==> config.mk <==
export PLATFORM = sky130hd
export DESIGN_NAME = ncf_host
export DESIGN_NICKNAME = d
export VERILOG_FILES = /design/src/ncf_pkg.sv /design/src/ncf_bus_cycle.sv /design/src/ncf_host.sv
export VERILOG_INCLUDE_DIRS = /design/src /design/src/src
export SDC_FILE = /design/constraint.sdc
export NUM_CORES = 1
export LEC_CHECK = 0
export BUFFER_PORTS_ARGS = -buffer_cell sky130_fd_sc_hd__buf_4
export CAP_MARGIN = 30
export CORE_MARGIN = 2
export CORE_UTILIZATION = 30
export CTS_CLUSTER_SIZE = 24
export DETAILED_ROUTE_END_ITERATION = 10
export HOLD_SLACK_MARGIN = 0.05
export SLEW_MARGIN = 20
export SYNTH_ARGS = -nofsm -noshare
export SYNTH_HDL_FRONTEND = slang
export SYNTH_SLANG_ARGS = --single-unit
==> constraint.sdc <==
create_clock -name clk -period 2.9 [get_ports clk]
set_clock_uncertainty 0.1 [all_clocks]
set_input_delay 0.58 -clock clk [delete_from_list [all_inputs] [get_ports clk]]
set_output_delay 0.58 -clock clk [all_outputs]
set_load 0.02 [all_outputs]
==> src/ncf_cfg.svh <==
// Command codes, address layout and timing counts for the NAND host controller
`ifndef NCF_CFG_SVH
`define NCF_CFG_SVH
`define NCF_CMD_READ_LO 8'h00
`define NCF_CMD_READ_HI 8'h01
`define NCF_CMD_CB_DUMMY 8'h03
`define NCF_CMD_CONFIRM 8'h10
`define NCF_CMD_DUMMY_CONF 8'h11
`define NCF_CMD_READ_SPARE 8'h50
`define NCF_CMD_ERASE 8'h60
`define NCF_CMD_STATUS 8'h70
`define NCF_CMD_STATUS_MP 8'h71
`define NCF_CMD_PROGRAM 8'h80
`define NCF_CMD_CB_TARGET 8'h8A
`define NCF_CMD_READ_ID 8'h90
`define NCF_CMD_READ_ID2 8'h91
`define NCF_CMD_ERASE_CONF 8'hD0
`define NCF_CMD_RESET 8'hFF
`define NCF_ADDR_BITS 27
`define NCF_PAGE_BYTES 528
`define NCF_SPARE_START 512
`define NCF_PAGES_PER_BLOCK 32
`define NCF_BLOCKS 8192
`define NCF_PLANES 4
`define NCF_BLOCKS_PER_PLANE 2048
`define NCF_HALF_BIT 8
// Strobe phase length: 2 cycles of 40 ns = 80 ns covers 25 ns pulse and 45 ns cycle
`define NCF_PHASE_NS 80
`define NCF_CLK_NS 40
`define NCF_PHASE_CYC ((`NCF_PHASE_NS + `NCF_CLK_NS - 1) / `NCF_CLK_NS)
// WE high to read strobe low, least 60 ns
`define NCF_WHR_NS 60
`define NCF_WHR_CYC ((`NCF_WHR_NS + `NCF_CLK_NS - 1) / `NCF_CLK_NS)
// WE high to busy, at most 100 ns; wait this long before trusting ready
`define NCF_WB_NS 100
`define NCF_WB_CYC ((`NCF_WB_NS + `NCF_CLK_NS - 1) / `NCF_CLK_NS)
`endif

==> src/ncf_pkg.sv <==
// Types shared by the NAND host controller
package ncf_pkg;
  typedef enum logic [1:0] {NCF_CYC_CMD, NCF_CYC_ADDR, NCF_CYC_WDATA, NCF_CYC_RDATA} ncf_cyc_e;
  typedef struct packed {
    ncf_cyc_e kind;
    logic [7:0] data;
  } ncf_req_s;
  typedef struct packed {
    logic ceN;
    logic cle;
    logic ale;
    logic weN;
    logic readStrobeN;
    logic [7:0] ioOut;
    logic ioOe;
  } ncf_pins_s;
  typedef enum logic [2:0] {NCF_ST_IDLE, NCF_ST_SETUP, NCF_ST_LOW, NCF_ST_HIGH, NCF_ST_GAP} ncf_st_e;
  typedef struct packed {
    ncf_st_e st;
    logic [2:0] cnt;
    ncf_req_s req;
    ncf_pins_s pins;
    logic [7:0] rdData;
    logic rdValid;
    logic done;
  } ncf_cyc_state_s;
  typedef enum logic [3:0] {
    NCF_SQ_IDLE, NCF_SQ_CMD1, NCF_SQ_ADDR, NCF_SQ_DATA, NCF_SQ_CMD2,
    NCF_SQ_WAITBUSY, NCF_SQ_WAITRDY, NCF_SQ_READOUT, NCF_SQ_DONE
  } ncf_seq_e;
  // Operation requested by the user side
  typedef enum logic [3:0] {
    NCF_OP_READ, NCF_OP_READ_SPARE, NCF_OP_READ_ID, NCF_OP_RESET, NCF_OP_PROGRAM,
    NCF_OP_PROGRAM_DUMMY, NCF_OP_CB_READ, NCF_OP_CB_WRITE, NCF_OP_CB_WRITE_DUMMY,
    NCF_OP_ERASE, NCF_OP_ERASE_QUEUE, NCF_OP_STATUS, NCF_OP_STATUS_MP, NCF_OP_CB_READ_DUMMY
  } ncf_op_e;
  typedef struct packed {
    ncf_op_e op;
    logic [26:0] addr;
    logic [9:0] len;
  } ncf_cmd_s;
  typedef struct packed {
    ncf_seq_e sq;
    ncf_cmd_s cmd;
    logic [2:0] addrIdx;
    logic [9:0] byteCnt;
    logic [2:0] waitCnt;
    logic issued;
    logic busy;
    logic opDone;
    logic wrReady;
    logic [7:0] rdData;
    logic rdValid;
  } ncf_seq_state_s;
endpackage

==> src/ncf_bus_cycle.sv <==
// One strobed byte cycle on the NAND pins: command, address, write data or read data
`include "ncf_cfg.svh"
module ncf_bus_cycle (
  input wire logic clk,
  input wire logic rst_n,
  input wire logic reqValid,
  input wire ncf_pkg::ncf_req_s req,
  input wire logic [7:0] ioIn,
  output ncf_pkg::ncf_pins_s pins,
  output logic [7:0] rdData,
  output logic rdValid,
  output logic done,
  output logic idle
);
  localparam logic [2:0] PhaseCyc = 3'(`NCF_PHASE_CYC);
  ncf_pkg::ncf_cyc_state_s s_q, s_d;

  always_comb
  begin
    s_d = s_q;
    s_d.done = 1'b0;
    s_d.rdValid = 1'b0;
    case (s_q.st)
      ncf_pkg::NCF_ST_IDLE:
      begin
        if (reqValid)
        begin
          s_d.req = req;
          s_d.st = ncf_pkg::NCF_ST_SETUP;
          s_d.pins.ceN = 1'b0;
          s_d.pins.cle = (req.kind == ncf_pkg::NCF_CYC_CMD);
          s_d.pins.ale = (req.kind == ncf_pkg::NCF_CYC_ADDR);
          s_d.pins.ioOut = req.data;
          s_d.pins.ioOe = (req.kind != ncf_pkg::NCF_CYC_RDATA);
        end
      end
      ncf_pkg::NCF_ST_SETUP:
      begin
        s_d.st = ncf_pkg::NCF_ST_LOW;
        s_d.cnt = PhaseCyc;
        if (s_q.req.kind == ncf_pkg::NCF_CYC_RDATA)
          s_d.pins.readStrobeN = 1'b0;
        else
          s_d.pins.weN = 1'b0;
      end
      ncf_pkg::NCF_ST_LOW:
      begin
        s_d.cnt = s_q.cnt - 3'h1;
        if (s_q.cnt == 3'h1)
        begin
          s_d.st = ncf_pkg::NCF_ST_HIGH;
          s_d.cnt = PhaseCyc;
          // Sample before the rising edge: data out is long valid by now
          if (s_q.req.kind == ncf_pkg::NCF_CYC_RDATA)
          begin
            s_d.rdData = ioIn;
            s_d.rdValid = 1'b1;
          end
          s_d.pins.weN = 1'b1;
          s_d.pins.readStrobeN = 1'b1;
        end
      end
      ncf_pkg::NCF_ST_HIGH:
      begin
        s_d.cnt = s_q.cnt - 3'h1;
        if (s_q.cnt == 3'h1)
        begin
          s_d.st = ncf_pkg::NCF_ST_GAP;
          s_d.pins.cle = 1'b0;
          s_d.pins.ale = 1'b0;
          s_d.pins.ioOe = 1'b0;
        end
      end
      default:
      begin
        s_d.st = ncf_pkg::NCF_ST_IDLE;
        s_d.done = 1'b1;
      end
    endcase
  end

  always_ff @(posedge clk)
  begin
    if (!rst_n)
    begin
      s_q <= '0;
      s_q.pins.ceN <= 1'b1;
      s_q.pins.weN <= 1'b1;
      s_q.pins.readStrobeN <= 1'b1;
    end
    else
      s_q <= s_d;
  end

  assign pins = s_q.pins;
  assign rdData = s_q.rdData;
  assign rdValid = s_q.rdValid;
  assign done = s_q.done;
  assign idle = (s_q.st == ncf_pkg::NCF_ST_IDLE);
endmodule

==> src/ncf_host.sv <==
// NAND flash host controller: sequences commands, addresses and data onto the device pins
`include "ncf_cfg.svh"
module ncf_host (
  input wire logic clk,
  input wire logic rst_n,
  input wire logic cmdValid,
  input wire ncf_pkg::ncf_cmd_s cmd,
  output logic cmdReady,
  input wire logic [7:0] wrData,
  input wire logic wrValid,
  output logic wrReady,
  output logic [7:0] rdData,
  output logic rdValid,
  output logic opDone,
  output logic busy,
  output logic nandCeN,
  output logic nandCle,
  output logic nandAle,
  output logic nandWeN,
  output logic readStrobeN,
  output logic [7:0] nandIoOut,
  output logic nandIoOe,
  input wire logic [7:0] nandIoIn,
  input wire logic nandReadyIn
);
  localparam logic [2:0] WbCyc = 3'(`NCF_WB_CYC);
  localparam logic [2:0] WhrCyc = 3'(`NCF_WHR_CYC);
  localparam logic [9:0] PageBytes = 10'(`NCF_PAGE_BYTES);

  ncf_pkg::ncf_seq_state_s s_q, s_d;
  ncf_pkg::ncf_pins_s cycPins, pins_q;
  ncf_pkg::ncf_req_s cycReq;
  logic cycValid;
  logic [7:0] cycRdData;
  logic cycRdValid;
  logic cycDone;
  logic cycIdle;
  logic [7:0] firstCmd;
  logic [7:0] secondCmd;
  logic [2:0] addrCount;
  logic [2:0] addrFirst;
  logic hasData;
  logic readData;
  logic waitsReady;
  logic [7:0] addrByte;

  ncf_bus_cycle u_cycle (
    .clk(clk),
    .rst_n(rst_n),
    .reqValid(cycValid),
    .req(cycReq),
    .ioIn(nandIoIn),
    .pins(cycPins),
    .rdData(cycRdData),
    .rdValid(cycRdValid),
    .done(cycDone),
    .idle(cycIdle)
  );

  // Opcode table: every command byte sent is one of the defined codes
  always_comb
  begin
    firstCmd = `NCF_CMD_STATUS;
    secondCmd = `NCF_CMD_CONFIRM;
    addrCount = 3'h4;
    addrFirst = 3'h0;
    hasData = 1'b0;
    readData = 1'b0;
    waitsReady = 1'b0;
    case (s_q.cmd.op)
      ncf_pkg::NCF_OP_READ:
      begin
        // Half select bit picks 00h or 01h
        firstCmd = s_q.cmd.addr[`NCF_HALF_BIT] ? `NCF_CMD_READ_HI : `NCF_CMD_READ_LO;
        readData = 1'b1;
        waitsReady = 1'b1;
      end
      ncf_pkg::NCF_OP_READ_SPARE:
      begin
        firstCmd = `NCF_CMD_READ_SPARE;
        readData = 1'b1;
        waitsReady = 1'b1;
      end
      ncf_pkg::NCF_OP_READ_ID:
      begin
        firstCmd = `NCF_CMD_READ_ID;
        addrCount = 3'h1;
        readData = 1'b1;
      end
      ncf_pkg::NCF_OP_RESET:
      begin
        firstCmd = `NCF_CMD_RESET;
        addrCount = 3'h0;
        waitsReady = 1'b1;
      end
      ncf_pkg::NCF_OP_PROGRAM, ncf_pkg::NCF_OP_PROGRAM_DUMMY:
      begin
        firstCmd = `NCF_CMD_PROGRAM;
        secondCmd = (s_q.cmd.op == ncf_pkg::NCF_OP_PROGRAM) ? `NCF_CMD_CONFIRM : `NCF_CMD_DUMMY_CONF;
        hasData = 1'b1;
        waitsReady = 1'b1;
      end
      ncf_pkg::NCF_OP_CB_READ, ncf_pkg::NCF_OP_CB_READ_DUMMY:
      begin
        firstCmd = (s_q.cmd.op == ncf_pkg::NCF_OP_CB_READ) ? `NCF_CMD_READ_LO : `NCF_CMD_CB_DUMMY;
        waitsReady = 1'b1;
      end
      ncf_pkg::NCF_OP_CB_WRITE, ncf_pkg::NCF_OP_CB_WRITE_DUMMY:
      begin
        firstCmd = `NCF_CMD_CB_TARGET;
        secondCmd = (s_q.cmd.op == ncf_pkg::NCF_OP_CB_WRITE) ? `NCF_CMD_CONFIRM : `NCF_CMD_DUMMY_CONF;
        waitsReady = 1'b1;
      end
      ncf_pkg::NCF_OP_ERASE, ncf_pkg::NCF_OP_ERASE_QUEUE:
      begin
        firstCmd = `NCF_CMD_ERASE;
        secondCmd = `NCF_CMD_ERASE_CONF;
        addrFirst = 3'h1;
        waitsReady = (s_q.cmd.op == ncf_pkg::NCF_OP_ERASE);
      end
      ncf_pkg::NCF_OP_STATUS_MP:
      begin
        firstCmd = `NCF_CMD_STATUS_MP;
        addrCount = 3'h0;
        readData = 1'b1;
      end
      default:
      begin
        addrCount = 3'h0;
        readData = 1'b1;
      end
    endcase
  end

  // Byte layout of the four address cycles; bit 8 never travels
  always_comb
  begin
    case (s_q.addrIdx)
      3'h0: addrByte = s_q.cmd.addr[7:0];
      3'h1: addrByte = s_q.cmd.addr[16:9];
      3'h2: addrByte = s_q.cmd.addr[24:17];
      default: addrByte = {6'h00, s_q.cmd.addr[26:25]};
    endcase
  end

  always_comb
  begin
    cycValid = 1'b0;
    cycReq = '0;
    case (s_q.sq)
      ncf_pkg::NCF_SQ_CMD1:
      begin
        cycValid = !s_q.issued;
        cycReq = '{ncf_pkg::NCF_CYC_CMD, firstCmd};
      end
      ncf_pkg::NCF_SQ_ADDR:
      begin
        cycValid = !s_q.issued;
        cycReq = '{ncf_pkg::NCF_CYC_ADDR, (s_q.cmd.op == ncf_pkg::NCF_OP_READ_ID) ? 8'h00 : addrByte};
      end
      ncf_pkg::NCF_SQ_DATA:
      begin
        cycValid = !s_q.issued && (readData || wrValid);
        cycReq = '{readData ? ncf_pkg::NCF_CYC_RDATA : ncf_pkg::NCF_CYC_WDATA, wrData};
      end
      ncf_pkg::NCF_SQ_CMD2:
      begin
        cycValid = !s_q.issued;
        cycReq = '{ncf_pkg::NCF_CYC_CMD, secondCmd};
      end
      default:
      begin
        cycValid = 1'b0;
      end
    endcase
  end

  always_comb
  begin
    s_d = s_q;
    s_d.opDone = 1'b0;
    s_d.rdValid = cycRdValid;
    s_d.rdData = cycRdValid ? cycRdData : s_q.rdData;
    s_d.wrReady = 1'b0;
    if (cycValid && cycIdle)
      s_d.issued = 1'b1;
    if (cycDone)
      s_d.issued = 1'b0;
    case (s_q.sq)
      ncf_pkg::NCF_SQ_IDLE:
      begin
        if (cmdValid)
        begin
          s_d.cmd = cmd;
          s_d.sq = ncf_pkg::NCF_SQ_CMD1;
          s_d.busy = 1'b1;
        end
      end
      ncf_pkg::NCF_SQ_CMD1:
      begin
        if (cycDone)
        begin
          s_d.addrIdx = addrFirst;
          s_d.byteCnt = (s_q.cmd.len == 10'h000 || s_q.cmd.len > PageBytes) ? PageBytes : s_q.cmd.len;
          if (addrCount != 3'h0)
            s_d.sq = ncf_pkg::NCF_SQ_ADDR;
          else if (readData)
            s_d.sq = ncf_pkg::NCF_SQ_READOUT;
          else
            s_d.sq = ncf_pkg::NCF_SQ_WAITBUSY;
          s_d.waitCnt = readData ? WhrCyc : WbCyc;
        end
      end
      ncf_pkg::NCF_SQ_ADDR:
      begin
        if (cycDone)
        begin
          s_d.addrIdx = s_q.addrIdx + 3'h1;
          if (s_q.addrIdx + 3'h1 >= addrCount)
          begin
            s_d.waitCnt = (readData && !waitsReady) ? WhrCyc : WbCyc;
            if (hasData)
              s_d.sq = ncf_pkg::NCF_SQ_DATA;
            else if (readData && !waitsReady)
              s_d.sq = ncf_pkg::NCF_SQ_READOUT;
            else if (s_q.cmd.op == ncf_pkg::NCF_OP_ERASE_QUEUE)
              s_d.sq = ncf_pkg::NCF_SQ_DONE;
            else if (s_q.cmd.op == ncf_pkg::NCF_OP_CB_WRITE || s_q.cmd.op == ncf_pkg::NCF_OP_CB_WRITE_DUMMY
                     || s_q.cmd.op == ncf_pkg::NCF_OP_ERASE)
              s_d.sq = ncf_pkg::NCF_SQ_CMD2;
            else
              s_d.sq = ncf_pkg::NCF_SQ_WAITBUSY;
          end
        end
      end
      ncf_pkg::NCF_SQ_READOUT:
      begin
        s_d.waitCnt = s_q.waitCnt - 3'h1;
        if (s_q.waitCnt == 3'h1)
          s_d.sq = ncf_pkg::NCF_SQ_DATA;
      end
      ncf_pkg::NCF_SQ_DATA:
      begin
        s_d.wrReady = cycValid && cycIdle && !readData;
        if (cycDone)
        begin
          s_d.byteCnt = s_q.byteCnt - 10'h001;
          if (s_q.byteCnt == 10'h001 || s_q.cmd.op == ncf_pkg::NCF_OP_STATUS
              || s_q.cmd.op == ncf_pkg::NCF_OP_STATUS_MP)
            s_d.sq = hasData ? ncf_pkg::NCF_SQ_CMD2 : ncf_pkg::NCF_SQ_DONE;
        end
      end
      ncf_pkg::NCF_SQ_CMD2:
      begin
        if (cycDone)
        begin
          s_d.sq = ncf_pkg::NCF_SQ_WAITBUSY;
          s_d.waitCnt = WbCyc;
        end
      end
      ncf_pkg::NCF_SQ_WAITBUSY:
      begin
        s_d.waitCnt = s_q.waitCnt - 3'h1;
        if (s_q.waitCnt == 3'h1)
          s_d.sq = ncf_pkg::NCF_SQ_WAITRDY;
      end
      ncf_pkg::NCF_SQ_WAITRDY:
      begin
        // Nothing else is sent until ready returns high
        if (nandReadyIn)
        begin
          if (readData)
          begin
            s_d.sq = ncf_pkg::NCF_SQ_READOUT;
            s_d.waitCnt = 3'h1;
          end
          else
            s_d.sq = ncf_pkg::NCF_SQ_DONE;
        end
      end
      default:
      begin
        s_d.sq = ncf_pkg::NCF_SQ_IDLE;
        s_d.busy = 1'b0;
        s_d.opDone = 1'b1;
      end
    endcase
  end

  always_ff @(posedge clk)
  begin
    if (!rst_n)
    begin
      s_q <= '0;
      pins_q <= '0;
      pins_q.ceN <= 1'b1;
      pins_q.weN <= 1'b1;
      pins_q.readStrobeN <= 1'b1;
    end
    else
    begin
      s_q <= s_d;
      pins_q <= cycPins;
    end
  end

  // Pins are retimed once more so every pin output is a flop; all strobes shift together
  assign nandCeN = pins_q.ceN;
  assign nandCle = pins_q.cle;
  assign nandAle = pins_q.ale;
  assign nandWeN = pins_q.weN;
  assign readStrobeN = pins_q.readStrobeN;
  assign nandIoOut = pins_q.ioOut;
  assign nandIoOe = pins_q.ioOe;
  assign cmdReady = !s_q.busy;
  assign busy = s_q.busy;
  assign opDone = s_q.opDone;
  assign rdData = s_q.rdData;
  assign rdValid = s_q.rdValid;
  assign wrReady = s_q.wrReady;
endmodule

; After elaboration in Yosys (flattened, before gate mapping)
; Cells that the tools add are included.
[op_classes]
bitwise = 2
mul = 0
div_mod_pow = 0
muxes = 69
n_eq_ne = 47
n_reduce_logical = 53
n_lt_le_gt_ge = 2
shifts = 0
n_addsub = 4
[ops]
columns = cell, count
row1 = one-hot mux 8 bit (9 select lines), 1
row2 = 2-to-1 mux 4 bit, 14
row3 = one-hot mux 8 bit (3 select lines), 2
row4 = 2-to-1 mux 45 bit, 1
row5 = one-hot mux 10 bit (4 select lines), 1
row6 = == test 4 x 3 -> 1 bit (second input constant), 8
row7 = one-hot mux 4 bit (8 select lines), 1
row8 = 2-to-1 mux 3 bit, 9
row9 = == test 4 bit (second input constant), 6
row10 = AND reduction 3 bit, 8
row11 = 2-to-1 mux 10 bit, 2
row12 = inequality test 2 bit (second input constant), 10
row13 = one-hot mux 10 bit (2 select lines), 1
row14 = 2-to-1 mux 1 bit, 18
row15 = OR reduction 9 bit, 2
row16 = == test 4 x 2 -> 1 bit (second input constant), 4
row17 = 2-to-1 mux 16 bit, 1
row18 = one-hot mux 3 bit (5 select lines), 1
row19 = inequality test 2 x 1 -> 1 bit (second input constant), 7
row20 = == test 3 x 1 -> 1 bit (second input constant), 4
row21 = one-hot mux 3 bit (2 select lines), 2
row22 = one-hot mux 3 bit (4 select lines), 1
row23 = OR reduction 2 bit, 6
row24 = == test 10 x 1 -> 1 bit (second input constant), 1
row25 = 34 further kinds, 66
[totals]
wordCells = 210
inputBits = 62
n_memories = 0
latch_bits = 0
output_inout_bits = 27
mem_bits_ro = 0
mem_bits_rw = 0
reg_bits = 120

; Logic depth before layout (Yosys ltp)
[depth]
ltp_word = 10
mapped_depth = 8
depth_no_buf = 7

; Modules after synthesis
; From an unflattened synthesis, not the netlist that was laid out.
[unflattened]
hier_cells = 751
area_unflattened_um2 = 6158.4
[modules_own_cells]
columns = module, cells_per_inst, area_each_um2, instances, seq_area_each_um2
row1 = ncf_host, 574, 4605.7, 1, 1761.7
row2 = ncf_bus_cycle, 177, 1552.7, 1, 640.6

; Worst setup path before layout
; No wires, ideal clock.
[synth_path]
kind = reg2reg
from = reg s_q[67] in the netlist's numbering
to = reg s_q[13] in the netlist's numbering
stages_incl_launch_ff = 9
period_less_slack_ns = 2.745
n_path_buf = 1
required_time_ns = 2.644
slack_ns = 0.155
setup_time_ns = 0.156
arrival_ns = 2.490
cell_sequence = dfxtp_1 > clkbuf_1 > nor4b_1 > ha_1 > or3b_2 > a211oi_1 > nor3_1 > a21oi_1 > a311oi_1
[synth_via]
elab_chain_cells = 9
elab_cells_between_ends = 31
cone_classes = 1 x order compare / 13 x eq/ne / 9 x mux / 8 x reduce/logical
[synth_lines]
columns = item, line_no
row1 = start: declaration, ncf_host.sv:30  ; ncf_pkg::ncf_seq_state_s s_q, s_d;
row2 = start signal: assignment, ncf_host.sv:294  ; s_q <= '0;
row3 = start signal: assignment, ncf_host.sv:302  ; s_q <= s_d;
row4 = branches (longest 9 deep; another with >= comparator 3 bit), n/a
; Several ways; the timed one is not identified. The select of a mux whose other input is x is not followed.
; A chain may end at the register's enable or synchronous reset.

; Final worst setup path
[layout_path]
from = reg s_q[66] in the netlist's numbering
to = reg s_q[13] in the netlist's numbering
; The elaborated chain is that of the path after synthesis.

==> flow_summary_export.csv <==
group,metric,value,unit
detailed_routing,drt_wl_total,14.61,mm
synthesis,synth.avg_cell_area,8.252,um^2
floorplan,die_h,141.7,um
cts,clock_path_buffers,2,
setup_path,crit_type,"flip-flop to flip-flop",
placed_design,dp_hpwl,10.49,mm
sta,whs,0.2953,ns
global_routing,antenna_found_initial,0,
cts,root_buffer,"clkbuf_16",
floorplan,chipWidth,141.7,um
cts,cts_sinks,120,
pwr,p_leak,2.812,nW
detailed_routing,drc,0,
synthesis,ys.flop_type,"dfxtp_1",
synthesis,yosysSeqAreaShare,0.4225,
cells_and_area,design_area,7172,um^2
placed_design,place.gp.congestion,0.8567,
synthesis,syn_nets,763,
synthesis,yosysWarnings,0,
setup_path,r2r-start,"s_q[66]$_SDFFE_PN0P_",
setup_path,worstSetupStartpoint,"s_q[66]$_SDFFE_PN0P_",
detailed_routing,route.vias.total,5033,
cells_and_area,layout-drive-gt1-share,0.2054,
pwr,vdd_drop_max,0.4618,mV
cts,clock_latency,0.42,ns
cells_and_area,fin_util,0.3847,
sta,fin_crit,2.578,ns
global_routing,grt-ovfl-total,0,
detailed_routing,wl_per_cell,14.50,um
global_routing,grt_max_degree,50,
worst_hold_path,hp-start,"nandIoIn[5]",
synthesis,ys_ff_latch,120,
placed_design,port_buffers,88,
floorplan,start_util,0.3050,
floorplan,die_area,20070,um^2
floorplan,core-area,18640,um^2
pwr,power,6.306,mW
cts,cts.clk_slew.worst_paths,0.05,ns
synthesis,async_reset_ff_frac,0,
synthesis,syn_area,5685,um^2
setup_path,cp_max_fo,7,
global_routing,grt_pass1_wl,23.96,mm
synthesis,synth_edf_count,0,
cells_and_area,area_delta_synth_final,26.14,%
setup_path,cp.required,3.07,ns
pwr,p_per_area,879.3,nW/um^2
global_routing,grt_pass1_vias,4712,
cells_and_area,diodes,0,
global_routing,grt_usage,0.1510,
cells_and_area,nets,835,
setup_path,critPathLaunchType,"flip-flop",
status,status,"finished, final reports clean",
sta,maxSlewViolCount,0,
setup_path,worstPathArrival,2.75,ns
detailed_routing,ant_nets,0,
detailed_routing,via_per_inst,4.993,
cts,cts_hold_buffers,0,
placed_design,postPlaceCellArea,6564,um^2
floorplan,ios,89,
sta,maxClockFrequency,387.8,MHz
cts,numCtsBuffers,17,
synthesis,synth_cells,689,
sta,finalHoldViolCount,0,
sta,relSlewSlack,0.5548,
run,maxCapViolCount,0,
sta,rsz0062_at_grt,"false",
sta,fin_crit_sh,0.8891,
detailed_routing,first_iter_violations,345,
cells_and_area,fillCellCount,1918,
cts,cts_tree,"yes",
worst_hold_path,hold_class,"input pin to flip-flop",
sta,tns,0,ns
synthesis,synth_cell_types,69,
sta,tightest_slew,0.6492,ns
sta,setup_viol,0,
detailed_routing,dr.pass1.iters,5,
setup_path,worstSetupEndpointType,"flip-flop",
floorplan,rows,50,
cts,htreeDepth,4,
## per-layer routing
layer,vias up,global-route usage,wire length (um)
met3,20,0.04016,861
met2,135,0.2179,6221
met4,0,0.05263,210
met1,2284,0.2164,7318
met5,-,0,0
li1,2594,-,-
## critical path, stage by stage (launching register included)
cell	delay, ns
dfxtp_1	0.34
nor4b_1	0.45
ha_1	0.32
or3b_2	0.44
a211oi_1	0.40
nor3_2	0.16
a21oi_1	0.16
a311oi_1	0.06
## final timing paths
path | slack, ns | endpoint | cells past startpoint
worst min register to register | 0.32 | nandCeN$_SDFF_PN1_ | 2
worst min-delay path | 0.30 | u_cycle.rdData[5]$_SDFFE_PN0P_ | 3
worst max-delay path | 0.32 | s_q[13]$_SDFFE_PN0P_ | 7
worst max register to register | 0.32 | s_q[13]$_SDFFE_PN0P_ | 7
## report_power, final
part           internal [mW]  total, mW  switching [mW]
Sequential              1.94       2.12           0.178
Clock                   1.35       2.11           0.756
Combinational          0.802       2.07            1.27
## registers in the layout (all words and copies together), names as in the netlist, 6 cells and up
register and flops:
nandIoOut 8, rdData 8, s_q 62, u_cycle.pins 6, u_cycle.rdData 8, u_cycle.s_q 16
## cell usage in the layout, fill, tap and decap left out, drive strengths merged, types with 4 or more instances in the layout
| cell | count |
|---|---|
| nor4 | 4 |
| nor4b | 4 |
| a311oi | 6 |
| a21oi | 67 |
| o22ai | 7 |
| or4 | 5 |
| ha | 12 |
| a211oi | 8 |
| nand2 | 113 |
| and3b | 7 |
| nand3 | 13 |
| a31oi | 6 |
| nor3 | 10 |
| nand4 | 4 |
| clkbuf | 22 |
| mux2i | 23 |
| a22oi | 5 |
| o31ai | 4 |
| a221oi | 6 |
| inv | 18 |
| buf | 108 |
| and2 | 13 |
| clkinv | 5 |
| nand2b | 7 |
| dfxtp | 120 |
| o21ai | 27 |
| a222oi | 5 |
| a221o | 6 |
| nor2b | 16 |
| nor2 | 61 |
| and3 | 4 |
## metrics by stage
| stage | setup slack (ns) | cells |
|---|---|---|
| finish | 0.3216 | 1008 |
| global route | 0.1043 | 1008 |
| CTS | 0.2508 | 1008 |
| detailed placement | 0.2704 | 976 |
| global placement | 0.2407 | 976 |
| floorplan | 0.1545 | 689 |
## cells in the mapped netlist (6+ instances only)
library cell	count	share of area
a211oi_1	8	0.011
a21oi_1	66	0.058
a221o_1	6	0.011
a221oi_1	6	0.0092
a311oi_1	6	0.0092
a31oi_1	6	0.0066
and2_1	13	0.014
and3b_1	7	0.011
buf_4	8	0.011
clkbuf_1	42	0.028
dfxtp_1	120	0.42
ha_1	12	0.026
inv_1	18	0.012
mux2i_1	23	0.040
nand2_1	113	0.075
nand2b_1	7	0.0077
nand3_1	13	0.011
nor2_1	61	0.040
nor2b_1	16	0.018
nor3_1	10	0.0088
o21ai_0	27	0.024
o22ai_1	7	0.0077
## area by class of cell
class	instances	area, um^2	area share
Multi-Input combinational cell	496	2983	0.4159
Sequential cell	120	2402	0.3350
Timing Repair Buffer	108	823.3	0.1148
Clock buffer	22	484.2	0.06752
Tap cell	234	292.8	0.04082
Clock inverter	10	118.9	0.01657
Inverter	18	67.56	0.009421
## repair_timing
action	CTS	global route
resized for setup	0	1
endpoints found under the setup margin	0	5
buffers inserted	0	0
## kinds of logic after synthesis
logic type | after synthesis | share of synthesized area
AND/OR/NAND/NOR | 279 | 0.2443
AO/OA/AOI/OAI | 174 | 0.1989
flip-flops | 120 | 0.4225
buffers and inverters | 73 | 0.05369
multiplexers | 26 | 0.04643
adder cells (fa/ha/maj) | 12 | 0.02641
XOR/XNOR | 5 | 0.007704
Note: power is estimated with default switching activity, not from simulation.
